[src/hw/mode_regs_map.vh]
// Register offsets, field positions, reset values and timing counts for the mode-register bank.
`ifndef MODE_REGS_MAP_VH
`define MODE_REGS_MAP_VH
// ----------------------------------------------------------------
// Register offsets
// ----------------------------------------------------------------
`define ADDR_DEVICE_FEATURE_INFO 6'h00
`define ADDR_BURST_PREAMBLE_RECOVERY_CFG 6'h01
`define ADDR_LATENCY_CFG 6'h02
`define ADDR_IO_DRIVE_INVERSION_CFG 6'h03
`define ADDR_REFRESH_THERMAL_STATE 6'h04
`define ADDR_ORGANISATION_INFO 6'h08
`define ADDR_CALIBRATION_RESET_CTL 6'h0A
`define ADDR_TERMINATION_CFG 6'h0B
`define ADDR_CA_REFERENCE_CFG 6'h0C
`define ADDR_SET_POINT_TRAINING_CTL 6'h0D
`define ADDR_DQ_REFERENCE_CFG 6'h0E
`define ADDR_LOWER_BYTE_CAL_INVERT 6'h0F
`define ADDR_BANK_MASK 6'h10
`define ADDR_SEGMENT_MASK 6'h11
`define ADDR_OSCILLATOR_COUNT_LOW 6'h12
`define ADDR_OSCILLATOR_COUNT_HIGH 6'h13
`define ADDR_UPPER_BYTE_CAL_INVERT 6'h14
`define ADDR_HOST_TERMINATION_CFG 6'h16
`define ADDR_OSCILLATOR_RUN_TIME 6'h17
`define ADDR_ROW_HAMMER_CFG 6'h18
`define ADDR_VENDOR_TEST_A 6'h1E
`define ADDR_CAL_PATTERN_A 6'h20
`define ADDR_REPAIR_CONTROL 6'h21
`define ADDR_REPAIR_ERROR_COUNT 6'h22
`define ADDR_VENDOR_TEST_B 6'h27
`define ADDR_CAL_PATTERN_B 6'h28
// ----------------------------------------------------------------
// Field positions
// ----------------------------------------------------------------
`define BIT_MPC_TRAIN 6
`define BIT_LATENCY_MODE 1
`define BIT_ZQ_LO 3
`define BIT_ZQ_HI 4
`define BIT_CA_TERMINATION_RANK_INFO 7
`define BIT_BL_LO 0
`define BIT_BL_HI 1
`define BIT_RD_PRE 3
`define BIT_NWR_LO 4
`define BIT_NWR_HI 6
`define BIT_READ_POSTAMBLE_LEN 7
`define BIT_WRITE_SET_POINT_SELECT 6
`define BIT_OPERATING_SET_POINT_SELECT 7
`define BIT_TUF 7
// ----------------------------------------------------------------
// Codes and reset values
// ----------------------------------------------------------------
`define MPC_RD_FIFO 6'h01
`define MPC_RD_DQ_CAL 6'h03
`define MPC_WR_FIFO 6'h07
`define MPC_OSC_START 6'h0D
`define MPC_OSC_STOP 6'h0E
`define MPC_ZQ_START 6'h0F
`define MPC_ZQ_LATCH 6'h11
`define ZQ_RESISTOR_OK 2'h3
`define ZQ_FAULT_A 2'h1
`define ZQ_FAULT_B 2'h2
`define BL_FIXED_16 2'h0
`define BL_FIXED_32 2'h1
`define RST_CAL_PATTERN_A 8'h5A
`define RST_ZERO 8'h00
`define RST_ORGANISATION 8'h00
`define BURST_TRAINING 6'd16
`define BURST_LONG 6'd32
// ----------------------------------------------------------------
// Timing counts at 20 MHz
// ----------------------------------------------------------------
`define CLK_PERIOD_PS 50000
`define ZQ_CAL_TIME_NS 1000
`define ZQ_CAL_CYCLES ((`ZQ_CAL_TIME_NS * 1000 + `CLK_PERIOD_PS - 1) / `CLK_PERIOD_PS)
`define ZQ_LATCH_TIME_NS 30
`define ZQ_LATCH_CYCLES ((`ZQ_LATCH_TIME_NS * 1000 + `CLK_PERIOD_PS - 1) / `CLK_PERIOD_PS)
`endif

[src/hw/mode_reg_bank.v]
// Mode-register bank and multi-purpose training command decoder for one channel.
`timescale 1ns/1ps
`include "mode_regs_map.vh"
module mode_reg_bank (
  // Clock and reset
  input wire clk_sys,
  input wire srst,
  // Mode register write and read commands
  input wire mrw_valid,
  input wire mrr_valid,
  input wire [5:0] mr_addr,
  input wire [7:0] mr_wdata,
  // Multi-purpose command, both operand halves captured together
  input wire mpc_valid,
  input wire [6:0] mpc_op,
  // Column command with burst choice bit
  input wire cas_valid,
  input wire cas_bl_bit,
  input wire cas2_valid,
  input wire [5:0] cas2_op,
  // Device state inputs
  input wire [1:0] zq_pin_sense,
  input wire [2:0] refresh_rate_in,
  input wire [15:0] osc_count_in,
  input wire [7:0] repair_error_in,
  // Read data
  output reg [7:0] mr_rdata,
  output reg mr_rvalid,
  // Training strobes
  output reg train_rd_fifo,
  output reg train_rd_dq_cal,
  output reg train_wr_fifo,
  output reg osc_run,
  output reg cas2_operand_fault,
  // Active operating settings
  output reg [5:0] burst_len,
  output reg rd_preamble_toggle,
  output reg [2:0] write_recovery_clocks,
  output reg read_postamble_len,
  output reg factory_trim,
  output reg zq_busy_out,
  output reg [7:0] dq_cal_pattern
);
  // ----------------------------------------------------------------
  // Plain registers
  // ----------------------------------------------------------------
  reg write_set_point_select;
  reg operating_set_point_select;
  reg [5:0] fsp_ctl_low;
  reg [7:0] cal_pattern_a;
  reg [7:0] cal_pattern_b;
  reg [7:0] lower_byte_cal_invert;
  reg [7:0] upper_byte_cal_invert;
  reg [7:0] bank_mask;
  reg [7:0] segment_mask;
  reg [7:0] oscillator_run_time;
  reg [7:0] ca_reference_cfg;
  reg [7:0] dq_reference_cfg;
  reg [7:0] row_hammer_cfg;
  reg [7:0] repair_control;
  reg [7:0] calibration_reset_ctl;
  reg [7:0] host_termination_cfg;
  reg [3:0] refresh_writable;
  reg temp_update_flag;
  reg [2:0] last_rate;
  reg pending_cas2;
  reg [1:0] pending_kind;
  reg [6:0] next_cmd;
  // ----------------------------------------------------------------
  // Decoding
  // ----------------------------------------------------------------
  function is_write;
    input [5:0] a;
    begin
      is_write = mrw_valid && (mr_addr == a);
    end
  endfunction
  wire mpc_train = mpc_valid && mpc_op[`BIT_MPC_TRAIN];
  wire [5:0] mpc_code = mpc_op[5:0];
  wire zq_start = mpc_train && (mpc_code == `MPC_ZQ_START);
  wire zq_latch = mpc_train && (mpc_code == `MPC_ZQ_LATCH);
  // ----------------------------------------------------------------
  // Set-point registers
  // ----------------------------------------------------------------
  wire [7:0] sp_op [0:3];
  genvar g;
  generate
    for (g = 0; g < 4; g = g + 1) begin : gen_sp
      set_point_pair u_pair (
        .clk_sys(clk_sys),
        .srst(srst),
        .wr_en(is_write(g == 0 ? `ADDR_BURST_PREAMBLE_RECOVERY_CFG :
                        g == 1 ? `ADDR_LATENCY_CFG :
                        g == 2 ? `ADDR_IO_DRIVE_INVERSION_CFG :
                        `ADDR_TERMINATION_CFG)),
        .write_set_point_select(write_set_point_select),
        .wr_data(mr_wdata),
        .operating_set_point_select(operating_set_point_select),
        .rd_view(),
        .op_view(sp_op[g])
      );
    end
  endgenerate
  // ----------------------------------------------------------------
  // ZQ self-test
  // ----------------------------------------------------------------
  wire [1:0] zq_self_test_result;
  wire zq_fault;
  wire zq_busy;
  zq_self_test u_zq (
    .clk_sys(clk_sys),
    .srst(srst),
    .zq_start(zq_start),
    .zq_latch(zq_latch),
    .zq_pin_sense(zq_pin_sense),
    .zq_self_test_result(zq_self_test_result),
    .zq_fault(zq_fault),
    .zq_busy(zq_busy)
  );
  // ----------------------------------------------------------------
  // Register writes
  // ----------------------------------------------------------------
  // Read-only and vendor test addresses have no write path at all, so
  // a stray write there changes no register, though any write still cancels a pending CAS-2 training.
  always @(posedge clk_sys) begin
    if (srst) begin
      write_set_point_select <= 1'b0;
      operating_set_point_select <= 1'b0;
      fsp_ctl_low <= 6'h00;
      cal_pattern_a <= `RST_CAL_PATTERN_A;
      cal_pattern_b <= `RST_CAL_PATTERN_A;
      lower_byte_cal_invert <= `RST_ZERO;
      upper_byte_cal_invert <= `RST_ZERO;
      bank_mask <= `RST_ZERO;
      segment_mask <= `RST_ZERO;
      oscillator_run_time <= `RST_ZERO;
      ca_reference_cfg <= `RST_ZERO;
      dq_reference_cfg <= `RST_ZERO;
      row_hammer_cfg <= `RST_ZERO;
      repair_control <= `RST_ZERO;
      calibration_reset_ctl <= `RST_ZERO;
      host_termination_cfg <= `RST_ZERO;
      refresh_writable <= 4'h0;
    end else begin
      if (is_write(`ADDR_SET_POINT_TRAINING_CTL)) begin
        write_set_point_select <= mr_wdata[`BIT_WRITE_SET_POINT_SELECT];
        operating_set_point_select <= mr_wdata[`BIT_OPERATING_SET_POINT_SELECT];
        fsp_ctl_low <= mr_wdata[5:0];
      end
      if (is_write(`ADDR_CAL_PATTERN_A)) begin
        cal_pattern_a <= mr_wdata;
      end
      if (is_write(`ADDR_CAL_PATTERN_B)) begin
        cal_pattern_b <= mr_wdata;
      end
      if (is_write(`ADDR_LOWER_BYTE_CAL_INVERT)) begin
        lower_byte_cal_invert <= mr_wdata;
      end
      if (is_write(`ADDR_UPPER_BYTE_CAL_INVERT)) begin
        upper_byte_cal_invert <= mr_wdata;
      end
      if (is_write(`ADDR_BANK_MASK)) begin
        bank_mask <= mr_wdata;
      end
      if (is_write(`ADDR_SEGMENT_MASK)) begin
        segment_mask <= mr_wdata;
      end
      if (is_write(`ADDR_OSCILLATOR_RUN_TIME)) begin
        oscillator_run_time <= mr_wdata;
      end
      if (is_write(`ADDR_CA_REFERENCE_CFG)) begin
        ca_reference_cfg <= mr_wdata;
      end
      if (is_write(`ADDR_DQ_REFERENCE_CFG)) begin
        dq_reference_cfg <= mr_wdata;
      end
      if (is_write(`ADDR_ROW_HAMMER_CFG)) begin
        row_hammer_cfg <= mr_wdata;
      end
      if (is_write(`ADDR_REPAIR_CONTROL)) begin
        repair_control <= mr_wdata;
      end
      if (is_write(`ADDR_CALIBRATION_RESET_CTL)) begin
        calibration_reset_ctl <= mr_wdata;
      end
      if (is_write(`ADDR_HOST_TERMINATION_CFG)) begin
        host_termination_cfg <= mr_wdata;
      end
      if (is_write(`ADDR_REFRESH_THERMAL_STATE)) begin
        refresh_writable <= mr_wdata[6:3];
      end
    end
  end
  // ----------------------------------------------------------------
  // Temperature update flag
  // ----------------------------------------------------------------
  // A rate change in the same cycle as a read keeps the flag set.
  always @(posedge clk_sys) begin
    if (srst) begin
      temp_update_flag <= 1'b0;
      last_rate <= 3'h3;
    end else begin
      last_rate <= refresh_rate_in;
      if (refresh_rate_in != last_rate) begin
        temp_update_flag <= 1'b1;
      end else if (mrr_valid && mr_addr == `ADDR_REFRESH_THERMAL_STATE) begin
        temp_update_flag <= 1'b0;
      end
    end
  end
  // ----------------------------------------------------------------
  // Register reads
  // ----------------------------------------------------------------
  reg [7:0] next_rdata;
  always @* begin
    next_rdata = 8'h00;
    case (mr_addr)
      `ADDR_DEVICE_FEATURE_INFO: begin
        next_rdata = 8'h00;
        next_rdata[`BIT_ZQ_HI:`BIT_ZQ_LO] = zq_self_test_result;
        next_rdata[`BIT_LATENCY_MODE] = 1'b0;
      end
      `ADDR_REFRESH_THERMAL_STATE: begin
        next_rdata = {temp_update_flag, refresh_writable, refresh_rate_in};
      end
      `ADDR_ORGANISATION_INFO: next_rdata = `RST_ORGANISATION;
      `ADDR_CA_REFERENCE_CFG: next_rdata = ca_reference_cfg;
      `ADDR_DQ_REFERENCE_CFG: next_rdata = dq_reference_cfg;
      `ADDR_OSCILLATOR_COUNT_LOW: next_rdata = osc_count_in[7:0];
      `ADDR_OSCILLATOR_COUNT_HIGH: next_rdata = osc_count_in[15:8];
      `ADDR_ROW_HAMMER_CFG: next_rdata = row_hammer_cfg;
      `ADDR_REPAIR_CONTROL: next_rdata = repair_control;
      `ADDR_REPAIR_ERROR_COUNT: next_rdata = repair_error_in;
      default: next_rdata = 8'h00;
    endcase
  end
  always @(posedge clk_sys) begin
    if (srst) begin
      mr_rdata <= 8'h00;
      mr_rvalid <= 1'b0;
    end else begin
      mr_rvalid <= mrr_valid;
      if (mrr_valid) mr_rdata <= next_rdata;
    end
  end
  // ----------------------------------------------------------------
  // Training command decode
  // ----------------------------------------------------------------
  // Data training waits for its CAS-2 so the latency reference matches a normal access.
  always @* begin
    next_cmd = 7'h00;
    if (mpc_train) begin
      case (mpc_code)
        `MPC_RD_FIFO: next_cmd = 7'h01;
        `MPC_RD_DQ_CAL: next_cmd = 7'h02;
        `MPC_WR_FIFO: next_cmd = 7'h03;
        default: next_cmd = 7'h00;
      endcase
    end
  end
  always @(posedge clk_sys) begin
    if (srst) begin
      pending_cas2 <= 1'b0;
      pending_kind <= 2'h0;
      train_rd_fifo <= 1'b0;
      train_rd_dq_cal <= 1'b0;
      train_wr_fifo <= 1'b0;
      osc_run <= 1'b0;
      cas2_operand_fault <= 1'b0;
    end else begin
      train_rd_fifo <= 1'b0;
      train_rd_dq_cal <= 1'b0;
      train_wr_fifo <= 1'b0;
      cas2_operand_fault <= 1'b0;
      if (next_cmd != 7'h00) begin
        pending_cas2 <= 1'b1;
        pending_kind <= next_cmd[1:0];
      end else if (pending_cas2 && cas2_valid) begin
        pending_cas2 <= 1'b0;
        cas2_operand_fault <= (cas2_op != 6'h00);
        train_rd_fifo <= (pending_kind == 2'h1);
        train_rd_dq_cal <= (pending_kind == 2'h2);
        train_wr_fifo <= (pending_kind == 2'h3);
      end else if (pending_cas2 && (mpc_valid || mrw_valid || mrr_valid || cas_valid)) begin
        pending_cas2 <= 1'b0;
      end
      if (mpc_train && mpc_code == `MPC_OSC_START) osc_run <= 1'b1;
      else if (mpc_train && mpc_code == `MPC_OSC_STOP) osc_run <= 1'b0;
    end
  end
  // ----------------------------------------------------------------
  // Active settings
  // ----------------------------------------------------------------
  wire [1:0] bl_field = sp_op[0][`BIT_BL_HI:`BIT_BL_LO];
  always @(posedge clk_sys) begin
    if (srst) begin
      burst_len <= `BURST_TRAINING;
      rd_preamble_toggle <= 1'b0;
      write_recovery_clocks <= 3'h0;
      read_postamble_len <= 1'b0;
      factory_trim <= 1'b0;
      zq_busy_out <= 1'b0;
      dq_cal_pattern <= `RST_CAL_PATTERN_A;
    end else begin
      if (pending_cas2 && cas2_valid && pending_kind != 2'h2) begin
        burst_len <= `BURST_TRAINING;
      end else if (cas_valid) begin
        if (bl_field == `BL_FIXED_16) burst_len <= `BURST_TRAINING;
        else if (bl_field == `BL_FIXED_32) burst_len <= `BURST_LONG;
        else burst_len <= cas_bl_bit ? `BURST_LONG : `BURST_TRAINING;
      end
      rd_preamble_toggle <= sp_op[0][`BIT_RD_PRE];
      write_recovery_clocks <= sp_op[0][`BIT_NWR_HI:`BIT_NWR_LO];
      read_postamble_len <= sp_op[0][`BIT_READ_POSTAMBLE_LEN];
      factory_trim <= zq_fault;
      zq_busy_out <= zq_busy;
      dq_cal_pattern <= cal_pattern_a;
    end
  end
endmodule

[src/hw/set_point_pair.v]
// Two physical copies of one set-point register.
`timescale 1ns/1ps
module set_point_pair (
  // Clock and reset
  input wire clk_sys,
  input wire srst,
  // Write side
  input wire wr_en,
  input wire write_set_point_select,
  input wire [7:0] wr_data,
  // Selects
  input wire operating_set_point_select,
  // Views
  output wire [7:0] rd_view,
  output wire [7:0] op_view
);
  reg [7:0] copy_0;
  reg [7:0] copy_1;
  always @(posedge clk_sys) begin
    if (srst) begin
      copy_0 <= 8'h00;
      copy_1 <= 8'h00;
    end else if (wr_en) begin
      if (write_set_point_select) begin
        copy_1 <= wr_data;
      end else begin
        copy_0 <= wr_data;
      end
    end
  end
  assign rd_view = write_set_point_select ? copy_1 : copy_0;
  assign op_view = operating_set_point_select ? copy_1 : copy_0;
endmodule

[src/hw/zq_self_test.v]
// ZQ calibration sequencer and self-test result holder.
`timescale 1ns/1ps
`include "mode_regs_map.vh"
module zq_self_test (
  // Clock and reset
  input wire clk_sys,
  input wire srst,
  // Commands
  input wire zq_start,
  input wire zq_latch,
  input wire [1:0] zq_pin_sense,
  // Status
  output reg [1:0] zq_self_test_result,
  output reg zq_fault,
  output reg zq_busy
);
  localparam ST_IDLE = 2'd0;
  localparam ST_CAL = 2'd1;
  localparam ST_DONE = 2'd2;
  localparam ST_LATCH = 2'd3;
  reg [1:0] state;
  reg [7:0] count;
  localparam [31:0] CAL_LAST = `ZQ_CAL_CYCLES - 1;
  localparam [31:0] LATCH_LAST = `ZQ_LATCH_CYCLES - 1;
  always @(posedge clk_sys) begin
    if (srst) begin
      state <= ST_IDLE;
      count <= 8'h00;
      zq_self_test_result <= 2'h0;
      zq_fault <= 1'b0;
      zq_busy <= 1'b0;
    end else begin
      case (state)
        ST_IDLE: begin
          if (zq_start && !zq_fault) begin
            state <= ST_CAL;
            count <= 8'h00;
            zq_busy <= 1'b1;
          end
        end
        ST_CAL: begin
          if (count == CAL_LAST[7:0]) begin
            state <= ST_DONE;
            zq_busy <= 1'b0;
          end else begin
            count <= count + 8'h01;
          end
        end
        ST_DONE: begin
          if (zq_latch && !zq_fault) begin
            state <= ST_LATCH;
            count <= 8'h00;
            zq_busy <= 1'b1;
          end
        end
        ST_LATCH: begin
          if (count == LATCH_LAST[7:0]) begin
            state <= ST_IDLE;
            zq_busy <= 1'b0;
            zq_self_test_result <= zq_pin_sense;
            zq_fault <= (zq_pin_sense == `ZQ_FAULT_A) || (zq_pin_sense == `ZQ_FAULT_B);
          end else begin
            count <= count + 8'h01;
          end
        end
        default: begin
          state <= ST_IDLE;
        end
      endcase
    end
  end
endmodule

[config.mk]
export PLATFORM = sky130hd
export DESIGN_NAME = mode_reg_bank
export DESIGN_NICKNAME = d
export VERILOG_FILES = /design/src/hw/mode_reg_bank.v /design/src/hw/set_point_pair.v /design/src/hw/zq_self_test.v
export VERILOG_INCLUDE_DIRS = /design/src /design/src/hw
export SDC_FILE = /design/constraint.sdc
export NUM_CORES = 1
export LEC_CHECK = 0
export BUFFER_PORTS_ARGS = -buffer_cell sky130_fd_sc_hd__buf_2
export CORE_ASPECT_RATIO = 1.4
export CORE_MARGIN = 2
export CORE_UTILIZATION = 30
export DETAILED_ROUTE_END_ITERATION = 10
export PLACE_DENSITY = 0.57
export RECOVER_POWER = 100
export SLEW_MARGIN = 5
export SYNTH_ARGS = -nofsm -noshare
export SYNTH_HDL_FRONTEND = slang
export SYNTH_SLANG_ARGS = --single-unit
[constraint.sdc]
create_clock -name clk_sys -period 1.9 [get_ports clk_sys]
set_input_delay 0.19 -clock clk_sys [delete_from_list [all_inputs] [get_ports clk_sys]]
set_output_delay 0.19 -clock clk_sys [all_outputs]
set_load 0.1 [all_outputs]
After elaboration in Yosys (flattened, before gate mapping)
Index checks and enable logic that the tools add are counted.

Eq/ne operators: 36. $add $sub $neg: 1. Mux-type cells: 29. Reduce and logical (&&, ||, !) cells: 40. Bitwise logic cells: 2.

Operators by type and width (count): 8-bit case mux with 9 select lines (1); 8-bit two-way mux (5); 6-bit by 4-bit == test with 1-bit output, second input constant (6); 8-bit case mux with 4 select lines (1); 6-bit by 5-bit == test with 1-bit output, second input constant (4); 1-bit logical AND (19); 6-bit == test, second input constant (3); 6-bit two-way mux (3); 6-bit by 1-bit == test with 1-bit output, second input constant (2); 6-bit by 3-bit == test with 1-bit output, second input constant (2); 1-bit two-way mux (11); 2-bit == test, second input constant (5); 2-bit two-way mux (5); 8-bit by 1-bit adder with 8-bit output, second input constant (1); 2-bit by 1-bit == test with 1-bit output, second input constant (4); 8-bit by 5-bit == test with 1-bit output, second input constant (1); 8-bit logical NOT (1); 2-bit by 1-bit inequality test with 1-bit output, second input constant (4); 2-bit case mux with 4 select lines (1); 4-bit AND reduction (2); 7-bit nonzero test (1); 6-bit by 2-bit == test with 1-bit output, second input constant (1); 6-bit logical NOT (1); 2-bit inequality test, second input constant (3); 13 further kinds (21).

Logic and storage cells: 141. Output and inout port bits: 35. Register bits: 118.

Longest topological paths before layout
Gate-level depths: netlist of run 1.

Depth in word-level cells: 7. Mapped depth: 7. Gate-level depth less buffers: 7.

Modules after synthesis
Synthesis of run 1 repeated with hierarchy kept, for this count alone.

Cell total of the unflattened synthesis: 616. Area, all modules: 5670.4 um^2.

By module, submodules not included: mode_reg_bank (cells an instance 432, times used 1, area an instance 3875.0 um^2); zq_self_test (cells an instance 102, times used 1, area an instance 902.1 um^2); set_point_pair (cells an instance 82, times used 1, area an instance 893.4 um^2).

Least setup slack after synthesis of run 1
Ideal clock, no wire load.

Path type: register -> register. Start: register u_zq.state[1]. End: register u_zq.count[2]. Buffers on the path: 0. Data arrival time: 1.545 ns. Slack: 0.238 ns. Setup time: 0.117 ns. Stages on the path, launching flop included: 8. Cells stage by stage: dfxtp_1 -> inv_1 -> ha_1 -> and3_1 -> o211ai_1 -> nand2_1 -> a21o_1 -> a32o_1.

Longest elaborated chain between the ends: 3.

Ends and longest elaborated chain: start, declared (RTL line zq_self_test.v:21) `reg [1:0] state;`; start signal, assigned (RTL line zq_self_test.v:27) `state <= ST_IDLE;`; start signal, assigned (RTL line zq_self_test.v:36) `state <= ST_CAL;`; start signal, assigned (RTL line zq_self_test.v:43) `state <= ST_DONE;`; 2-bit == test (tied with other cells) (RTL line zq_self_test.v:33) `case (state)`; 2-bit inequality test (no line) / 2-bit by 1-bit inequality test with 1-bit output (equally long branches); 4-bit AND reduction (no line); end signal, assigned (RTL line zq_self_test.v:46) `count <= count + 8'h01;`; end signal, assigned (RTL line zq_self_test.v:63) `count <= count + 8'h01;`; end, declared (RTL line zq_self_test.v:22) `reg [7:0] count;`.

Several ways; a longest one is shown, not always the timed one. A chain may end at the register's enable or synchronous reset.

Worst setup path in the final report of run 1
Start: register u_zq.state[0]. End: register u_zq.count[5].

The elaborated chain is that of the path after synthesis.

==> impl_metrics.tcl, run 1 <==
set metrics [dict create \
    path_buf_inv 1 \
    synth_top_cell_by_area "dfxtp_1" \
    syn_avg_cell_area_um2 8.86 \
    cts_buffer_depth 2 \
    seq_area_um2 2240 \
    synth_top_family_by_area "simple AND/OR/NAND/NOR gates" \
    layout_commonest_cell "dfxtp_1" \
    die_width_um 113 \
    n_fill_cell 1668 \
    drv_cap 0 \
    seq_area_frac_synth_pct 45.3 \
    layout_common_cells "dfxtp_1, nor2_1, buf_2" \
    place_hpwl_mm 10.7 \
    synth_async_sr_flop_share_pct 0 \
    grt_overflow 0 \
    numCtsBuffers 9 \
    grt_max_degree 40 \
    synth_top_area_share_pct 45.3 \
    p_leak_nw 2.44 \
    coreArea_um2 16200 \
    grt_pass1_wl_mm 22.4 \
    path_clk_slew_ns 0.08 \
    start_util_pct 30.6 \
    crit_arrival_ns 1.98 \
    synth_edf_count 0 \
    synth_compound_area_share_pct 15.7 \
    fp.dieH_um 156 \
    synthAdderAreaFrac_pct 1.52 \
    synth-main-ff-cell "dfxtp_1" \
    antenna_found_initial 0 \
    path_max_fanout 7 \
    syn_area_um2 4950 \
    numPortBuffers 94 \
    hp-class "primary input to flop" \
    first_iter_violations 282 \
    cts_tree "built" \
    grt_use_total_pct 15.9 \
    dieArea_um2 17600 \
    finalPower_mw 4.90 \
    htree_levels 3 \
    wl_per_cell_um 16.5 \
    grt_pass1_vias 4509 \
    drt_pass1_iterations 5 \
    synth_mux_area_share_pct 9.12 \
    path_class "flop to flop" \
    report.final.slew_viol_count 0 \
    cts_resized 0 \
    cp_slowest_stage_delay_ns 0.40 \
    synthTopCellsByArea "dfxtp_1, mux2i_1, nor2_1" \
    crit_slowest_cell "nor2_1" \
    timing.final.crit_share_pct 88.6 \
    fin_setup_tns_ns 0 \
    cp-start-kind "flop" \
    nets 727 \
    yosysWarnings 0 \
    drt_wl_total_mm 14.2 \
    slew_headroom_pct 31.4 \
    drive_gt1_share_pct 22.5 \
    via_per_inst 5.20 \
    reg2reg_slack_ns 0.22 \
    via_count 4473 \
    antenna_left 0 \
    power.density_nw_per_um2 818 \
    path_cells "inv_1 > ha_1 > o31ai_1 > nand2_1 > nor2_1 > a32o_1" \
    area_growth_pct 20.9 \
    rsz0062_at_grt "false" \
    status "finished clean" \
    ir_drop_uv 477 \
    drc_errors 0 \
    period_needed_ns 1.68 \
    critPathRequiredTime_ns 2.19 \
    cts-root-buf "clkbuf_16" \
    fin_skew_ns 0.0154 \
    finalHoldViolCount 0 \
    synthCells 559 \
    critical_path.top_delay_family "simple AND/OR/NAND/NOR gates" \
    ys_seq_elements 112 \
    gp_congestion 0.896 \
    ioPinCount 99 \
    crit_path_end_kind "flop" \
    ys_types 60 \
    worst_pin_slew_ns 1.03 \
    multi_input_comb_area_um2 2450 \
    clk_latency_ns 0.35 \
    clkSinkCount 112 \
    synthXorXnorAreaFrac_pct 0.707 \
    setup_viol 0 \
    fmax_ghz 0.594 \
    std_cell_rows 55 \
    antennaDiodeCount 0 \
    yosys.area_share.simple_pct 22.4 \
]
## final cells by class
type / count / area share (%)
clock buffer: 9 / 3.76
sequential: 112 / 37.4
multi-input combinational: 393 / 40.8
tap: 199 / 4.16
clock inverter: 7 / 1.40
timing repair buffer: 127 / 11.5
inverter: 14 / 0.877
## repair_timing
item,4_1_cts,5_1_grt
setup buffers,0,1
hold buffers,0,0
setup endpoints to repair,0,1
## synthesized netlist by cell type (8+ instances only)
cell      number
buf_2          9
and3_1        11
clkbuf_1      24
o21ai_0       16
nor2_1        61
nand3_1       36
or2_2          9
a22oi_1        9
nor2b_1       13
mux2i_1       44
inv_1         13
nand2_1       52
buf_4          9
a32o_1         8
a21oi_1       37
dfxtp_1      112
## through the flow
stage / utilization [%] / area [µm²] / std cells / hold slack, ns / worst slack, ns
finish: 37.0 / 5990 / 861 / 0.0820 / 0.216
global route: 37.0 / 5990 / 861 / 0.0762 / 0.0904
CTS: 37.3 / 6030 / 860 / 0.0666 / 0.0351
detailed placement: 35.4 / 5720 / 844 / 0.434 / -0.0176
global placement: 35.4 / 5720 / 844 / 0.426 / 0.0688
floorplan: - / 4960 / 562 / 0.270 / 0.238
## path summary, 6_finish.rpt
kind | start | end | depth (start not counted)
worst min register to register | cal_pattern_a[4]$_SDFFE_PP1P_ | dq_cal_pattern[4]$_SDFF_PP1_ | 1
worst max register to register | u_zq.state[0]$_SDFFE_PP0P_ | u_zq.count[5]$_SDFFE_PP0P_ | 6
worst max-delay path | u_zq.state[0]$_SDFFE_PP0P_ | u_zq.count[5]$_SDFFE_PP0P_ | 6
worst min-delay path | cas2_op[4] | cas2_operand_fault$_SDFF_PP0_ | 3
## cells by family after synthesis
group,after synthesis
adders and majority gates,6
DFF,112
muxes,45
AOI/OAI and AO/OA,114
and+or+nand+nor,220
buffers and inverters,57
other,1
xor gates and xnor gates,4
## per-layer routing
layer | global-route usage (%) | vias to the layer above | wire [µm]
met4 | 6.79 | 0 | 352
met5 | 0 | - | 0
met1 | 17.8 | 2151 | 5580
met3 | 2.87 | 24 | 627
met2 | 29.2 | 117 | 7610
li1 | - | 2181 | -
## power by group
group	switching, mW	internal, mW
combinational	0.386	0.162
sequential	0.0172	2.38
clock	0.905	1.05
total	1.31	3.59
## sequential cells by signal (all words and copies together), names as in the netlist, 2 cells and up
register                  cells
ca_reference_cfg              8
pending_kind                  2
refresh_writable              4
write_recovery_clocks         3
row_hammer_cfg                8
cal_pattern_a                 8
mr_rdata                      8
gen_sp.u_pair.copy_0          7
u_zq.count                    8
dq_reference_cfg              8
u_zq.state                    2
u_zq.zq_self_test_result      2
dq_cal_pattern                8
burst_len                     2
repair_control                8
last_rate                     3
gen_sp.u_pair.copy_1          7
## worst reg2reg max path: stages, from the launching register on
cell and delay (ns):
dfxtp_1 0.39, inv_1 0.10, ha_1 0.22, o31ai_1 0.08
nand2_1 0.22, nor2_1 0.40, a32o_1 0.21
(Power assumes the default switching activity.)
==> inputs of run 2 (changes only) <==
--- a/config.mk
+++ b/config.mk
@@ -11,7 +11,7 @@
 export CORE_MARGIN = 2
 export CORE_UTILIZATION = 30
 export DETAILED_ROUTE_END_ITERATION = 10
-export PLACE_DENSITY = 0.57
+export PLACE_DENSITY = 0.58
 export RECOVER_POWER = 100
 export SLEW_MARGIN = 5
 export SYNTH_ARGS = -nofsm -noshare
==> constraint.sdc (replaced) <==
create_clock -name clk_sys -period 1.5 [get_ports clk_sys]
set_input_delay 0.15 -clock clk_sys [delete_from_list [all_inputs] [get_ports clk_sys]]
set_output_delay 0.15 -clock clk_sys [all_outputs]
set_load 0.1 [all_outputs]
==> impl_metrics.tcl, run 2 (synthesis results as in run 1) <==
set metrics [dict create \
    status "finished, violations left" \
    violations "negative setup slack" \
    wl_per_cell_um 16.4 \
    drc_errors 0 \
    grt_pass1_wl_mm 23.0 \
    crit-reg2reg-launch "u_zq.state[1]$_SDFFE_PP0P_" \
    area_growth_pct 28.5 \
    p_leak_nw 2.63 \
    power.density_nw_per_um2 976 \
    antenna_found_initial 0 \
    first_iter_violations 226 \
    cts_buffer_depth 2 \
    postCtsHoldBufs 0 \
    worst_pin_slew_ns 0.598 \
    nets 762 \
    drv_cap 0 \
    cp_slowest_stage_delay_ns 0.38 \
    grt_use_total_pct 16.5 \
    path_cells "inv_4 > ha_4 > and3_4 > o211ai_1 > nand2_1 > a21o_1 > a32o_1" \
    std_cell_rows 55 \
    antenna_left 0 \
    grt_pass1_vias 4589 \
    hold_path_end "cas2_operand_fault$_SDFF_PP0_" \
    setup_ws_ns -0.0877 \
    crit_path_end_kind "flop" \
    clk_latency_ns 0.36 \
    ioPinCount 99 \
    p_int_mw 4.47 \
    gp_congestion 0.863 \
    p_sw_share_pct 28.1 \
    cts-root-buf "clkbuf_16" \
    drt_wl_total_mm 14.7 \
    path_clk_slew_ns 0.08 \
    seq_power_share_pct 48.9 \
    htree_levels 3 \
    antennaDiodeCount 0 \
    timing.final.crit_share_pct 106 \
    rsz0062_at_grt "true" \
    path_max_fanout 3 \
    switchingPower_mw 1.75 \
    start_util_pct 30.6 \
    stdcell_area_um2 6370 \
    period_needed_ns 1.59 \
    numCtsBuffers 9 \
    place_hpwl_mm 11.1 \
    fp.dieH_um 156 \
    coreArea_um2 16200 \
    clkSinkCount 112 \
    rr_worst_depth 7 \
    dieArea_um2 17600 \
    crit_slowest_cell "dfxtp_4" \
    final_core_util_pct 39.4 \
    drt_pass1_iterations 4 \
    finalHoldViolCount 0 \
    hp-class "primary input to flop" \
    cp-start-kind "flop" \
    layout_common_cells "dfxtp_1, buf_2, nor2_1" \
    via_count 4596 \
    die_width_um 113 \
    ir_drop_uv 606 \
    holdPathStages 3 \
    cts_tree "built" \
    report.final.slew_viol_count 0 \
    clock_power_share_pct 38.3 \
    grt_max_degree 42 \
    hold_start "cas2_op[4]" \
    setup_viol 2 \
    via_per_inst 5.13 \
    layout_commonest_cell "dfxtp_1" \
    drive_gt1_share_pct 30.8 \
    place_area_um2 6010 \
    fmax_ghz 0.630 \
    slew_headroom_pct 60.1 \
    path_class "flop to flop" \
    critPathRequiredTime_ns 1.76 \
    reg2reg_slack_ns -0.09 \
    finalNonFillerCells 896 \
    p_comb_share_pct 12.8 \
    grt_overflow 0 \
    fin_skew_ns 0.00769 \
    placed_cells 873 \
    crit_arrival_ns 1.84 \
    timing.rr.end "u_zq.count[2]$_SDFFE_PP0P_" \
    numPortBuffers 94 \
]
[run 2: changes by cell type in the layout (fill, tap and decap cells not counted), moves of 3 or more]
cell	change
clkbuf_1	-4
ha_1	-6
dfxtp_2	+5
dfxtp_1	-7
o21ai_1	+3
clkbuf_4	+5
ha_4	+3
inv_1	-3
buf_4	+30
ha_2	+3
o21ai_0	-4
[run 2: stage by stage]
stage                     worst slack [ns]  TNS [ns]  hold slack (ns)  power (mW)
after floorplan                    -0.0585    -0.308            0.230        3.57
after global placement              -0.328     -3.59            0.387        3.86
after detailed placement            -0.373     -4.55            0.395        3.88
after CTS                          -0.0839    -0.115           0.0270        6.26
after global routing                -0.144    -0.728           0.0401        6.45
final                              -0.0877    -0.102           0.0331        6.22
[run 2: layer usage]
layer  global-route usage [%]  up-vias  wire length, µm
met5                        0        -                0
met4                     7.84        0              459
met3                     2.64       30              566
met2                     31.3       91             7880
met1                     17.5     2231             5770
li1                         -     2244                -
[run 2: power groups by stage]
stage               combinational (mW)  clock [mW]  sequential, mW
finish                           0.796        2.38            3.04
global route                     0.852        2.55            3.05
CTS                              0.781        2.44            3.04
detailed placement               0.776           0            3.11
global placement                 0.758           0            3.11
floorplan                        0.366           0            3.21
[run 2: critical path, delay by kind of cell, from the launching register on]
kind	cells	cell delay, ns
AND/OR/NAND/NOR	2	0.28
adder cells (fa/ha/maj)	1	0.15
buffers and inverters	1	0.04
AO/OA/AOI/OAI	3	0.63
flip-flops	1	0.38
[run 2: cell type report]
class,instances,area [µm²]
fill,1636,9800
multi-input combinational,393,2540
sequential,112,2260
timing repair buffer,162,973
tap,199,249
clock buffer,9,225
clock inverter,7,71.3
inverter,14,55.1
[run 2: worst max path at each step]
| stage | startpoint | end |
|---|---|---|
| after global routing | u_zq.state[1]$_SDFFE_PP0P_ | u_zq.count[2]$_SDFFE_PP0P_ |
| after global placement | mpc_op[2] | u_zq.count[3]$_SDFFE_PP0P_ |
| final | u_zq.state[1]$_SDFFE_PP0P_ | u_zq.count[2]$_SDFFE_PP0P_ |
| after floorplan | mpc_op[2] | u_zq.count[2]$_SDFFE_PP0P_ |
| after CTS | u_zq.state[0]$_SDFFE_PP0P_ | u_zq.count[2]$_SDFFE_PP0P_ |
| after detailed placement | mpc_op[3] | u_zq.count[5]$_SDFFE_PP0P_ |
[run 2: timing repair]
action / 4_1_cts / 5_1_grt
pin swaps: 5 / 7
endpoints found under the setup margin: 8 / 14
gates resized for setup: 9 / 12
setup buffers: 4 / 3
gates cloned: 0 / 0
